--- src/lcd_drive_pkg.sv ---
package lcd_drive_pkg;

    // Register indices; the byte address on the bus is four times the index.
    localparam logic [15:0] IDX_DRIVE_CTRL   = 16'hff60;
    localparam logic [15:0] IDX_DISPLAY_CTRL = 16'hff61;
    localparam logic [15:0] IDX_CONTRAST     = 16'hff62;

    // Display memory window F000-F3FF, three banks of 0x60 nibbles; the top bank takes even ones only.
    localparam logic [5:0]  MEM_IDX_TOP      = 6'h3c;
    localparam logic [7:0]  MEM_BANK_SIZE    = 8'h60;
    localparam logic [1:0]  BANK_LOW         = 2'h0;
    localparam logic [1:0]  BANK_MID         = 2'h1;
    localparam logic [1:0]  BANK_HIGH        = 2'h2;
    localparam int          MEM_AW           = 9;
    localparam int          MEM_DW           = 4;

    // Field layouts follow bit order D3..D0.
    typedef struct packed {
        logic duty_select_hi;
        logic duty_select_lo;
        logic spare;
        logic drive_power_on;
    } drive_ctrl_t;

    typedef struct packed {
        logic expansion;
        logic force_all_dots_off;
        logic force_all_dots_on;
        logic display_page_select;
    } display_ctrl_t;

    localparam logic [3:0]  DRIVE_CTRL_RESET      = 4'h0;
    localparam logic [3:0]  DRIVE_CTRL_RESET_48X8 = 4'h8;
    localparam logic [3:0]  DISPLAY_CTRL_RESET    = 4'h0;

    // Frame timing from the 32.768 kHz oscillator.
    localparam int          CLK_HZ           = 20_000_000;
    localparam int          OSC_HZ           = 32_768;
    localparam int          FRAME_HZ         = 32;
    localparam logic [6:0]  SLOT_LAST_8      = 7'(OSC_HZ / (FRAME_HZ * 8) - 1);
    localparam logic [6:0]  SLOT_LAST_16     = 7'(OSC_HZ / (FRAME_HZ * 16) - 1);

    localparam logic [4:0]  COM_LAST_8       = 5'h07;
    localparam logic [4:0]  COM_LAST_16      = 5'h0f;
    localparam logic [4:0]  COM_LAST_17      = 5'h10;
    localparam logic [5:0]  SEG_LAST_STD     = 6'h27;
    localparam logic [5:0]  SEG_LAST_48X8    = 6'h2f;

    typedef enum logic [1:0] {
        SCAN_IDLE  = 2'b00,
        SCAN_FETCH = 2'b01,
        SCAN_DRAIN = 2'b10,
        SCAN_LATCH = 2'b11
    } scan_state_t;

endpackage : lcd_drive_pkg

--- src/dot_matrix_lcd_drive_control.sv ---
// Notes on behaviour
// - 48x8 option turns commons 8-16 into segments
// - Commons 16..9 give segments 40..47, 8 gives 47
// - Power bit enables the drive-voltage generator
// - All-on bit lights every segment
// - All-off bit blanks segments unless all-on
// - No forcing: segments follow display memory
// - All-on wins over all-off
// - Duty field: 1x eighth, 01 sixteenth, 00 seventeenth
// - Frame 32 Hz, or 30.12 Hz at seventeenth
// - Memory bit one lights dot, zero blanks
// - Sixteenth/seventeenth duty output all used commons
// - Eighth duty: commons 0-7, page bit picks bank
// - Display memory F000-F25E is read/write
// - Unused display locations are plain storage
// - Display memory is not cleared at reset
// - Four-bit contrast code, light to dark
// - Reset clears control bits; 48x8 resets eighth duty
// - Forcing never alters display memory
//
// Local design decisions: the register addresses and the Wishbone register port.
module dot_matrix_lcd_drive_control
    import lcd_drive_pkg::*;
#(
    parameter bit MASK_48X8 = 1'b0
)
(
    input  wire logic        clk_i,
    input  wire logic        rst_i,
    input  wire logic [17:2] adr_i,
    input  wire logic [31:0] dat_i,
    input  wire logic        we_i,
    input  wire logic [3:0]  sel_i,
    input  wire logic        stb_i,
    input  wire logic        cyc_i,
    output logic      [31:0] dat_o,
    output logic             ack_o,
    input  wire logic        low_speed_oscillator_i,
    output logic      [16:0] common_lines_o,
    output logic      [39:0] segment_lines_o,
    output logic             drive_power_on_o,
    output logic      [3:0]  contrast_code_o
);

    drive_ctrl_t       drive_ctrl;
    display_ctrl_t     display_ctrl;
    logic              busy;
    logic              wr_lane;
    logic              cpu_hit;
    logic [MEM_AW-1:0] cpu_addr;
    logic              cpu_we;
    logic [MEM_DW-1:0] cpu_rdata;
    logic [31:0]       next_dat;

    logic [2:0]        osc_sync;
    logic              osc_level;
    logic              osc_tick;
    logic [6:0]        slot_cnt;
    logic [6:0]        slot_last;
    logic              slot_end;
    logic              duty8;
    logic              duty16;
    logic [4:0]        com_last;
    logic [5:0]        seg_last;
    logic [4:0]        com_idx;
    logic [4:0]        fetch_com;
    logic [5:0]        fetch_seg;
    logic [5:0]        rd_seg;
    logic              rd_valid;
    logic [MEM_AW-1:0] scan_addr;
    logic [MEM_DW-1:0] scan_rdata;
    scan_state_t       state;
    logic [47:0]       shadow;
    logic [47:0]       seg_disp;
    logic [16:0]       com_sel;
    logic [47:0]       next_seg;
    logic [16:0]       next_common;

    function automatic logic mem_hit(input logic [15:0] idx);
        logic ok;
        ok = 1'b0;
        if (idx[15:10] == MEM_IDX_TOP)
        begin
            case (idx[9:8])
                BANK_LOW, BANK_MID: ok = idx[7:0] < MEM_BANK_SIZE;
                BANK_HIGH:          ok = (idx[7:0] < MEM_BANK_SIZE) && !idx[0];
                default:            ok = 1'b0;
            endcase
        end
        return ok;
    endfunction : mem_hit

    function automatic logic [MEM_AW-1:0] scan_address(
        input logic       eighth,
        input logic       page,
        input logic [4:0] com,
        input logic [5:0] seg
    );
        logic [1:0] bank;
        logic [6:0] off;
        off  = {seg, 1'b0};
        bank = BANK_HIGH;
        if (!com[4])
        begin
            off[0] = com[2];
            bank   = eighth ? {1'b0, page} : {1'b0, com[3]};
        end
        return {bank, off};
    endfunction : scan_address

    // Each access takes two edges: one to read the memory port, one to
    // register the answer, so dat_o can come straight from a flop.
    assign wr_lane  = busy && we_i && sel_i[0];
    assign cpu_hit  = mem_hit(adr_i);
    // The port counts from bit 2, so index bit n sits at adr_i[n + 2].
    assign cpu_addr = {adr_i[11:10], adr_i[8:2]};
    assign cpu_we   = wr_lane && cpu_hit;

    always_ff @(posedge clk_i)
    begin
        if (rst_i)
        begin
            busy  <= 1'b0;
            ack_o <= 1'b0;
        end
        else
        begin
            busy  <= cyc_i && stb_i && !ack_o && !busy;
            ack_o <= busy;
        end
    end

    always_comb
    begin
        next_dat = 32'h0000_0000;
        if (cpu_hit)
        begin
            next_dat[3:0] = cpu_rdata;
        end
        else if (adr_i == IDX_DRIVE_CTRL)
        begin
            next_dat[3:0] = drive_ctrl;
        end
        else if (adr_i == IDX_DISPLAY_CTRL)
        begin
            next_dat[3:0] = display_ctrl;
        end
        else if (adr_i == IDX_CONTRAST)
        begin
            next_dat[3:0] = contrast_code_o;
        end
    end

    always_ff @(posedge clk_i)
    begin
        if (rst_i)
        begin
            dat_o <= 32'h0000_0000;
        end
        else if (busy)
        begin
            dat_o <= next_dat;
        end
    end

    always_ff @(posedge clk_i)
    begin
        if (rst_i)
        begin
            drive_ctrl <= MASK_48X8 ? DRIVE_CTRL_RESET_48X8
                                    : DRIVE_CTRL_RESET;
        end
        else if (wr_lane && adr_i == IDX_DRIVE_CTRL)
        begin
            drive_ctrl <= dat_i[3:0];
        end
    end

    always_ff @(posedge clk_i)
    begin
        if (rst_i)
        begin
            display_ctrl <= DISPLAY_CTRL_RESET;
        end
        else if (wr_lane && adr_i == IDX_DISPLAY_CTRL)
        begin
            display_ctrl <= dat_i[3:0];
        end
    end

    // The contrast code is deliberately left out of reset.
    always_ff @(posedge clk_i)
    begin
        if (wr_lane && adr_i == IDX_CONTRAST)
        begin
            contrast_code_o <= dat_i[3:0];
        end
    end

    always_ff @(posedge clk_i)
    begin
        if (rst_i)
        begin
            drive_power_on_o <= 1'b0;
        end
        else
        begin
            drive_power_on_o <= drive_ctrl.drive_power_on;
        end
    end

    lcd_display_ram u_ram (
        .clk_i        (clk_i),
        .cpu_addr_i   (cpu_addr),
        .cpu_we_i     (cpu_we),
        .cpu_wdata_i  (dat_i[3:0]),
        .cpu_rdata_o  (cpu_rdata),
        .scan_addr_i  (scan_addr),
        .scan_rdata_o (scan_rdata)
    );

    // Under the 48x8 option only eighth duty exists, whatever is written.
    assign duty8     = drive_ctrl.duty_select_hi || MASK_48X8;
    assign duty16    = !duty8 && drive_ctrl.duty_select_lo;
    assign com_last  = duty8 ? COM_LAST_8
                             : (duty16 ? COM_LAST_16 : COM_LAST_17);
    assign seg_last  = MASK_48X8 ? SEG_LAST_48X8 : SEG_LAST_STD;
    // Eighth duty stretches each slot so the frame stays at 32 Hz.
    assign slot_last = duty8 ? SLOT_LAST_8 : SLOT_LAST_16;

    always_ff @(posedge clk_i)
    begin
        if (rst_i)
        begin
            osc_sync  <= 3'h0;
            osc_level <= 1'b0;
        end
        else
        begin
            osc_sync <= {osc_sync[1:0], low_speed_oscillator_i};
            if (osc_sync[1] == osc_sync[2])
            begin
                osc_level <= osc_sync[2];
            end
        end
    end

    assign osc_tick = (osc_sync[1] == osc_sync[2]) && osc_sync[2] && !osc_level;
    // A duty change can leave the count past the new end; >= recovers.
    assign slot_end = osc_tick && (slot_cnt >= slot_last);

    always_ff @(posedge clk_i)
    begin
        if (rst_i)
        begin
            slot_cnt <= 7'h00;
            com_idx  <= 5'h00;
        end
        else if (slot_end)
        begin
            slot_cnt <= 7'h00;
            com_idx  <= (com_idx >= com_last) ? 5'h00 : com_idx + 5'h01;
        end
        else if (osc_tick)
        begin
            slot_cnt <= slot_cnt + 7'h01;
        end
    end

    always_ff @(posedge clk_i)
    begin
        if (rst_i)
        begin
            state     <= SCAN_IDLE;
            fetch_com <= 5'h00;
            fetch_seg <= 6'h00;
        end
        else
        begin
            case (state)
                SCAN_IDLE:
                begin
                    if (slot_end)
                    begin
                        state     <= SCAN_FETCH;
                        fetch_com <= (com_idx >= com_last) ? 5'h00
                                                           : com_idx + 5'h01;
                        fetch_seg <= 6'h00;
                    end
                end
                SCAN_FETCH:
                begin
                    fetch_seg <= fetch_seg + 6'h01;
                    if (fetch_seg == seg_last)
                    begin
                        state <= SCAN_DRAIN;
                    end
                end
                SCAN_DRAIN: state <= SCAN_LATCH;
                SCAN_LATCH: state <= SCAN_IDLE;
                default:    state <= SCAN_IDLE;
            endcase
        end
    end

    assign scan_addr = scan_address(duty8, display_ctrl.display_page_select,
                                    fetch_com, fetch_seg);

    always_ff @(posedge clk_i)
    begin
        if (rst_i)
        begin
            rd_valid <= 1'b0;
            rd_seg   <= 6'h00;
        end
        else
        begin
            rd_valid <= state == SCAN_FETCH;
            rd_seg   <= fetch_seg;
        end
    end

    always_ff @(posedge clk_i)
    begin
        if (rst_i)
        begin
            shadow <= 48'h0000_0000_0000;
        end
        else if (rd_valid)
        begin
            shadow[rd_seg] <= scan_rdata[fetch_com[1:0]];
        end
    end

    // Segments and common change together so no slot shows stale data.
    always_ff @(posedge clk_i)
    begin
        if (rst_i)
        begin
            seg_disp <= 48'h0000_0000_0000;
            com_sel  <= 17'h00000;
        end
        else if (state == SCAN_LATCH)
        begin
            seg_disp <= shadow;
            com_sel  <= 17'(1) << fetch_com;
        end
    end

    // Forcing acts on the outputs only and takes effect at once.
    always_comb
    begin
        next_seg = seg_disp;
        if (display_ctrl.force_all_dots_on)
        begin
            next_seg = {48{1'b1}};
        end
        else if (display_ctrl.force_all_dots_off)
        begin
            next_seg = {48{1'b0}};
        end
    end

    always_comb
    begin
        next_common = com_sel;
        if (MASK_48X8)
        begin
            for (int k = 0; k < 8; k++)
            begin
                next_common[16 - k] = next_seg[40 + k];
            end
            next_common[8] = next_seg[47];
        end
    end

    always_ff @(posedge clk_i)
    begin
        if (rst_i)
        begin
            segment_lines_o <= 40'h00_0000_0000;
            common_lines_o  <= 17'h00000;
        end
        else
        begin
            segment_lines_o <= next_seg[39:0];
            common_lines_o  <= next_common;
        end
    end

    ack_pulse_a: assert property (@(posedge clk_i) disable iff (rst_i)
        ack_o |=> !ack_o)
        else $error("ack held longer than one cycle");

    force_on_a: assert property (@(posedge clk_i) disable iff (rst_i)
        display_ctrl.force_all_dots_on |=> (&segment_lines_o))
        else $error("all-on did not light every segment");

    on_priority_a: assert property (@(posedge clk_i) disable iff (rst_i)
        (display_ctrl.force_all_dots_on && display_ctrl.force_all_dots_off)
        |=> (&segment_lines_o))
        else $error("all-off overrode all-on");

    force_off_a: assert property (@(posedge clk_i) disable iff (rst_i)
        (!display_ctrl.force_all_dots_on && display_ctrl.force_all_dots_off)
        |=> (segment_lines_o == 40'h00_0000_0000))
        else $error("all-off did not blank segments");

    normal_display_a: assert property (@(posedge clk_i) disable iff (rst_i)
        (!display_ctrl.force_all_dots_on && !display_ctrl.force_all_dots_off)
        |=> (segment_lines_o === $past(seg_disp[39:0])))
        else $error("segments do not follow display memory");

    power_write_a: assert property (@(posedge clk_i) disable iff (rst_i)
        (wr_lane && adr_i == IDX_DRIVE_CTRL)
        |=> ##1 (drive_power_on_o == $past(dat_i[0], 2)))
        else $error("power output does not follow written bit");

    eighth_commons_a: assert property (@(posedge clk_i) disable iff (rst_i)
        (!MASK_48X8 && state == SCAN_LATCH && duty8)
        |=> ##1 ($onehot(common_lines_o) && common_lines_o[16:8] == 9'h000))
        else $error("eighth duty drove a common above 7");

    slot_length_a: assert property (@(posedge clk_i) disable iff (rst_i)
        (slot_end && duty8) |-> (slot_cnt == SLOT_LAST_8))
        else $error("eighth-duty slot length wrong");

    page_bank_a: assert property (@(posedge clk_i) disable iff (rst_i)
        (state == SCAN_FETCH && duty8)
        |-> (scan_addr[8:7] == {1'b0, display_ctrl.display_page_select}))
        else $error("scan read from the wrong page");

    reset_ctrl_a: assert property (@(posedge clk_i) disable iff (rst_i)
        $fell(rst_i) |-> (display_ctrl == DISPLAY_CTRL_RESET
        && drive_ctrl == (MASK_48X8 ? DRIVE_CTRL_RESET_48X8 : DRIVE_CTRL_RESET)))
        else $error("control bits not at reset values");

    mask_map_a: assert property (@(posedge clk_i) disable iff (rst_i)
        MASK_48X8 |-> (common_lines_o[8] === common_lines_o[9]))
        else $error("common 8 and 9 differ under 48x8 option");

endmodule : dot_matrix_lcd_drive_control

--- src/lcd_display_ram.sv ---
module lcd_display_ram
    import lcd_drive_pkg::*;
(
    input  wire logic              clk_i,
    input  wire logic [MEM_AW-1:0] cpu_addr_i,
    input  wire logic              cpu_we_i,
    input  wire logic [MEM_DW-1:0] cpu_wdata_i,
    output logic      [MEM_DW-1:0] cpu_rdata_o,
    input  wire logic [MEM_AW-1:0] scan_addr_i,
    output logic      [MEM_DW-1:0] scan_rdata_o
);

    // Contents are never cleared; software must load them after reset.
    logic [MEM_DW-1:0] store [0:(1 << MEM_AW) - 1];

    always_ff @(posedge clk_i)
    begin
        if (cpu_we_i)
        begin
            store[cpu_addr_i] <= cpu_wdata_i;
        end
    end

    always_ff @(posedge clk_i)
    begin
        cpu_rdata_o <= store[cpu_addr_i];
    end

    always_ff @(posedge clk_i)
    begin
        scan_rdata_o <= store[scan_addr_i];
    end

endmodule : lcd_display_ram

--- config.mk ---
export PLATFORM = sky130hd
export DESIGN_NAME = dot_matrix_lcd_drive_control
export DESIGN_NICKNAME = d
export VERILOG_FILES = /design/src/lcd_drive_pkg.sv /design/src/dot_matrix_lcd_drive_control.sv /design/src/lcd_display_ram.sv
export SDC_FILE = /design/constraint.sdc
export NUM_CORES = 2
export LEC_CHECK = 0
export ABC_AREA = 0
export ABC_CLOCK_PERIOD_IN_PS = 2900
export CELL_PAD_IN_SITES_DETAIL_PLACEMENT = 0
export CELL_PAD_IN_SITES_GLOBAL_PLACEMENT = 1
export CORE_ASPECT_RATIO = 1.1
export CORE_MARGIN = 5
export CORE_UTILIZATION = 30
export DETAILED_ROUTE_END_ITERATION = 6
export DONT_BUFFER_PORTS = 1
export GPL_TIMING_DRIVEN = 0
export PLACE_DENSITY_LB_ADDON = 0.1
export REMOVE_ABC_BUFFERS = 1
export SETUP_SLACK_MARGIN = 0.05
export SKIP_LAST_GASP = 1
export SYNTH_ARGS = -nofsm -noshare
export SYNTH_HDL_FRONTEND = slang
export SYNTH_SLANG_ARGS = --single-unit
--- constraint.sdc ---
create_clock -name clk_i -period 2.9 [get_ports clk_i]
set_input_delay 0 -clock clk_i [delete_from_list [all_inputs] [get_ports clk_i]]
set_output_delay 0 -clock clk_i [all_outputs]
set_load 0.02 [all_outputs]
# After elaboration in Yosys (flattened, before gate mapping)
# Memories as Yosys holds them, arrays and structs flattened. A register that Yosys moved wholly into a read port is not among the register bits.
# Cells that the tools add are included.
# totals
out_inout_bits	95
word_cells	106
ff_bits	217
mem_count	1
mem_bits_rw	2048
# mem_list
name	words	word_bits	rd	rd_clocked_by_memory_dff	wr	line_no	rtl
u_ram.store	512	4	2	2	1	lcd_display_ram.sv:14	logic [MEM_DW-1:0] store [0:(1 << MEM_AW) - 1];
# op_classes
n_mux	27
n_shift	1
magnitude_cmp	6
add_sub_neg	3
eq_ne	13
reduce_logical	28
# op_table
op	count
40-bit two-way mux	2
48-bit bitwise mux	1
16-bit equality test, second input constant	3
1-bit by 5-bit left shift with 17-bit output, first input constant	1
4-bit two-way mux	4
1-bit logical AND	15
5-bit two-way mux	3
6-bit equality test, second input constant	2
6-bit case mux with 2 select lines	1
8-bit by 7-bit < comparator with 1-bit output, second input constant	1
2-bit case mux with 4 select lines	1
7-bit by 1-bit adder with 7-bit output, second input constant	1
7-bit greater-or-equal comparator	1
6-bit by 7-bit < comparator with 1-bit output, second input constant	1
1-bit two-way mux	7
7-bit two-way mux	1
6-bit by 1-bit adder with 6-bit output, second input constant	1
1-bit demux with 6-bit select	1
2-bit equality test, second input constant	3
6-bit by 1-bit greater-or-equal comparator with 1-bit output, second input constant	1
2-bit two-way mux	3
6-bit two-way mux	1
2-bit AND reduction	3
5-bit by 1-bit adder with 5-bit output, second input constant	1
11 further kinds	19

# Logic depth before layout (Yosys ltp)
# logic_depth
ltp_word	7
mapped_depth	14
mapped_depth_nobuf	11

# Cells and area by module
# From an unflattened synthesis, not the netlist that was laid out.
# unflattened
hier_cells	6566
area_unflattened_um2	106235.6
# by_module_without_submodules
mod	area_per_inst_um2	seq_area_each_um2	cells_per_inst	instances
lcd_display_ram	98101.6	61659.1	5683	1
dot_matrix_lcd_drive_control	8134.1	4224.1	883	1

# Least setup slack after synthesis
# Ideal clock, no wire load.
# synth_timing
path_kind	input -> register
from	input adr_i[2] (netlist name)
to	register u_ram.cpu_rdata_o[1] (read register of u_ram.store)
setup_time_ns	0.131
path_stages	11
slack_ns	0.120
n_path_buf	5
t_arrival_ns	2.649
cell_sequence	buf_6 > buf_4 > buf_2 > buf_2 > buf_2 > mux4_2 > mux4_2 > nand3_1 > nand3_1 > nor4_1 > nand3_1
# synth_lines
element	line_no	rtl
start, declared	dot_matrix_lcd_drive_control.sv:30	input wire logic [17:2] adr_i,
end, declared	lcd_display_ram.sv:8	output logic [MEM_DW-1:0] cpu_rdata_o,

# Final worst setup path
# layout_timing
from	register fetch_com[2]
to	register u_ram.scan_rdata_o[3] (read register of u_ram.store)
# layout_via
elab_chain_len	1
# layout_rtl
element	line_no	rtl
start, declared	dot_matrix_lcd_drive_control.sv:66	logic [4:0] fetch_com;
start signal, assigned	dot_matrix_lcd_drive_control.sv:286	fetch_com <= (com_idx >= com_last) ? 5'h00
1-bit two-way mux	dot_matrix_lcd_drive_control.sv:103	if (!com[4])
end, declared	lcd_display_ram.sv:10	output logic [MEM_DW-1:0] scan_rdata_o
# No other way between the ends.
# A chain may end at the register's enable or synchronous reset.

==> implementation parameters <==
Parameter                              Value

Synthesis
  Number of storage elements in the synthesis netlist ... 2265
  Count of flip-flops with a built-in enable after synthesis ... slightly above 2000
  Most numerous cell in the Yosys netlist ... sky130_fd_sc_hd__edfxtp_1
  Top post-synthesis cells by count ... sky130_fd_sc_hd__edfxtp_1 (2052), sky130_fd_sc_hd__nand2_1 (912), sky130_fd_sc_hd__mux4_2 (734), sky130_fd_sc_hd__nor2_1 (428), sky130_fd_sc_hd__nand3_1 (324)
  Cell area after technology mapping ... 0.100 sq mm
  Post-synth top area share ... 61.5%
  Async set or reset register ratio after synthesis ... 0%
  Synthesized-area fraction occupied by xor and xnor cells ... 0.105%
  Largest area contributor in the netlist ... sky130_fd_sc_hd__edfxtp_1
  Number of instances in the synthesized netlist ... 6315
  Avg Inst Size Synth ... 15.9 sq um
  Fraction of the mapped netlist area in compound gates ... 4.04%
  Unique cell type count in the Yosys netlist ... 75
  Synthesized-area fraction occupied by and/or/nand/nor cells ... 8.17%
  Warnings, synthesis ... 0
  Dominant combinational cell family by area after synthesis ... multiplexers
  Arithmetic-cell share of the synthesized area counting full adders, half adders and majority gates ... less than 1%
  Most area-consuming cells after synthesis ... sky130_fd_sc_hd__edfxtp_1 (62%), sky130_fd_sc_hd__mux4_2 (17%), sky130_fd_sc_hd__dfxtp_1 (4.3%), sky130_fd_sc_hd__nand2_1 (3.4%), sky130_fd_sc_hd__mux2i_1 (2.8%)
  Mux cell area share after synthesis ... between 15 and 20%
  Seq/Total Area, Yosys ... 65.8%
  Dominant register cell in the synthesized netlist ... sky130_fd_sc_hd__edfxtp_1

Die
  Die extent in x ... between 500 and 600 um
  DIE AREA ... 0.345 sq mm
  I/O pin count ... 153
  Core outline area ... 0.332 sq mm
  Core Rows ... 222
  Starting density of the core ... 30.1%
  Floorplan die height ... slightly above 600 um

STA
  Unrepaired setup endpoints after global routing ... yes
  Skew final ... roughly 0.044 ns
  Final hold viol count ... 101
  Worst-margin pin slew ... 2.07 ns
  Share of the clock period used by the worst path ... 126%
  Total Negative Setup Slacks ... -3.08 ns
  Post-route minimum period ... 3.67 ns
  Final setup fails ... 5
  Fmax ... 273 MHz
  Hold slack ... -0.450 ns
  Final Slew Violations ... 181
  Max transition margin ... -37.8%
  Final worst setup slack ... -0.766 ns

Clock tree
  Clock sinks ... between 2000 and 2500
  Number of levels in the clock H-tree ... 5
  Inserted Clock Buffers ... around 270
  CTS clk-pin slew, worst paths ... 0.05 ns
  Max Root-Sink Buffers ... 4
  Insertion delay of the later-clocked pin in the worst-skew pair ... 0.90 ns
  Clock root cell ... sky130_fd_sc_hd__clkbuf_16
  TritonCTS clock tree ... yes

Run status
  Violated checks ... DRC, hold timing, slew limit, setup timing
  Run status ... finished with violations

Global routing
  Maximum number of pins on one net before global-route repair ... 523
  Wire length of the first global-routing pass ... approximately 490 mm
  Initial antenna violation count ... 22
  Total congestion overflow ... 0
  Via count of the first global-routing pass ... 62400
  Overall fraction of global-route tracks in use ... 19.7%

Cells and area
  Final Cell Area ... 0.123 sq mm
  P&R area growth vs syn ... 22.9%
  Proportion of layout cells with a drive suffix above 1 ... 21.7%
  Post-layout nets ... 7578

Drt
  Detailed router's first-iteration violation count ... approximately 5600
  Highest layer used for signal routing ... met5
  Number of optimization iterations in the first detailed-route pass ... 7
  Detail Route Antenna Nets ... 0
  Met1 Routed Length ... 149 mm
  Wire length per cell ... 29.5 um
  Via count of the routed design ... 61900
  Wire length on met3 ... between 20 and 25 mm
  Count of unresolved DRC violations after routing ... 5
  Total length of routed met2 wires ... roughly 180 mm
  Detailed-route wire length ... 356 mm
  Vias per inst ... around 5.1

Critical path
  Sort of element at the start of the critical path ... flip-flop
  CP endpoint kind ... flip-flop
  Worst reg2reg path depth ... 16
  Crit Path Class ... reg2reg
  Required time worst endpoint ... 3.57 ns
  Critical path arrival ... between 4 and 5 ns
  Maximum fanout along the worst path ... 12

Placed design
  HPWL Detailed ... 194 mm
  Count of input and output buffers ... 0
  Routability cong. ... 0.776
  Instance area at placement ... 0.110 sq mm

Worst hold path
  Worst hold-check path type ... in2reg
  Depth of the worst hold-timing path ... 0

Power and ir drop
  P per Cell Area ... 612 mW/mm^2
  Internal Pwr Total ... 58.4 mW
  Switching power ... approximately 17 mW
  Power share of the combinational group ... 5.6%
  Proportion of total power due to net switching ... between 20% and 30%
  Clk pwr share ... about 45%
  Peak ir drop on the vdd network ... 0.405 mV
  Sequential cell fraction of total power ... between 40% and 50%
  Reported leakage power ... approximately 41 nW

Job
  Maximum Capacitance Violations ... 0
power by group through the flow:
| stage | combinational, mW | clock [mW] | sequential, mW |
|---|---|---|---|
| after floorplan | 2.14 | 0 | 38.0 |
| after global placement | 3.03 | 0 | 38.1 |
| after detailed placement | 3.31 | 0 | 38.2 |
| after CTS | 3.58 | 34.8 | 37.5 |
| after global routing | 4.46 | 36.0 | 37.6 |
| final | 4.19 | 33.6 | 37.5 |
worst max-delay path: stages, from the launching register on:
cell and delay, ns:
sky130_fd_sc_hd__dfxtp_4 0.37, sky130_fd_sc_hd__nor2b_4 0.20, sky130_fd_sc_hd__buf_12 0.13, sky130_fd_sc_hd__buf_16 0.11, sky130_fd_sc_hd__buf_16 0.11, sky130_fd_sc_hd__buf_16 0.11, sky130_fd_sc_hd__buf_16 0.13, sky130_fd_sc_hd__buf_4 0.12
sky130_fd_sc_hd__buf_12 0.12, sky130_fd_sc_hd__buf_16 0.15, sky130_fd_sc_hd__mux2i_1 0.20, sky130_fd_sc_hd__a32oi_1 0.09, sky130_fd_sc_hd__a311oi_2 0.34, sky130_fd_sc_hd__a21oi_2 0.10, sky130_fd_sc_hd__a311o_2 0.53, sky130_fd_sc_hd__o211ai_1 0.29
sky130_fd_sc_hd__o211ai_1 0.31
metrics by stage:
step           utilization, %  total power, mW  setup WS [ns]  instances
6_report                 37.0             75.3         -0.766      12100
5_1_grt                  37.0             78.1         -0.857      12100
4_1_cts                  36.7             75.9         -0.752      12000
3_5_place_dp             33.1             41.5          -3.06      11400
3_3_place_gp             32.3             41.2         -59.56      11300
2_1_floorplan               -             40.1         -33.19       6921
cell type report:
type | count | area, sq um
Sequential cell | 2265 | 65900
Inverter | 16 | 116
Clock inverter | 146 | 1230
Timing Repair inverter | 1 | 16.3
Clock buffer | 342 | 7410
Tap cell | 4368 | 5470
Antenna cell | 11 | 27.5
Fill cell | 31400 | 209000
Multi-Input combinational cell | 4642 | 37300
Timing Repair Buffer | 307 | 5570
final timing paths:
kind / to / slack (ns) / startpoint
worst max register to register: u_ram.scan_rdata_o[3] / -0.77 / fetch_com[2]
worst min register to register: shadow[8] / 0.45 / shadow[8]
worst max-delay path: u_ram.scan_rdata_o[3] / -0.77 / fetch_com[2]
worst min-delay path: u_ram.store[410][0] / -0.45 / dat_i[0]
flip-flops by register name (all words and copies together), names as in the netlist, 2 cells and up:
signal,count
common_lines_o,17
dat_o,4
drive_ctrl,3
rd_seg,6
shadow,40
fetch_seg,6
slot_cnt,7
segment_lines_o,40
osc_sync,3
u_ram.cpu_rdata_o,4
fetch_com,5
display_ctrl,4
state,2
contrast_code_o,4
u_ram.store,2048
u_ram.scan_rdata_o,4
com_idx,5
com_sel,17
seg_disp,40
repair_timing:
action / in CTS / in global routing
endpoints found under the hold margin: 2365 / 1181
pin swaps: 36 / 34
resized for setup: 242 / 85
hold buffers: 35 / 9
endpoints found under the setup margin: 970 / 569
buffers inserted: 86 / 23
gates cloned: 31 / 14
routing by layer:
layer | GRT usage [%] | vias to the layer above
li1 | - | 26500
met1 | 25.9 | 32800
met2 | 33.6 | 2080
met3 | 3.29 | 492
met4 | 5.51 | 4
met5 | 0 | -
layout by cell type, fill, tap and decap left out, drive strengths merged, types with 22 or more instances in the layout:
cell type    Yosys  routed
a21oi          131     131
a221oi          39      39
a22oi           26      26
a31oi           64      64
a32oi          105     105
buf            226     230
bufbuf           0      26
clkbuf         283     355
clkinv           4     112
conb             1    1116
dfxtp          213     213
dlygate4sd3      0      38
edfxtp        2052    2052
inv             12      22
mux2i          280     280
mux4           734     734
nand2          912     912
nand3          324     324
nand4           85      85
nor2           428     428
nor2b           45      45
nor3            30      30
o2111ai         24      24
o21ai           66      66
cell families after synthesis:
| group | count (synthesis) |
|---|---|
| fa+ha+maj | 15 |
| compound gates | 574 |
| flops | 2265 |
| buf+inv | 525 |
| simple gates | 1905 |
| other cells | 1 |
| xor+xnor | 12 |
| mux | 1018 |
Note: power is estimated with default switching activity, not from simulation.
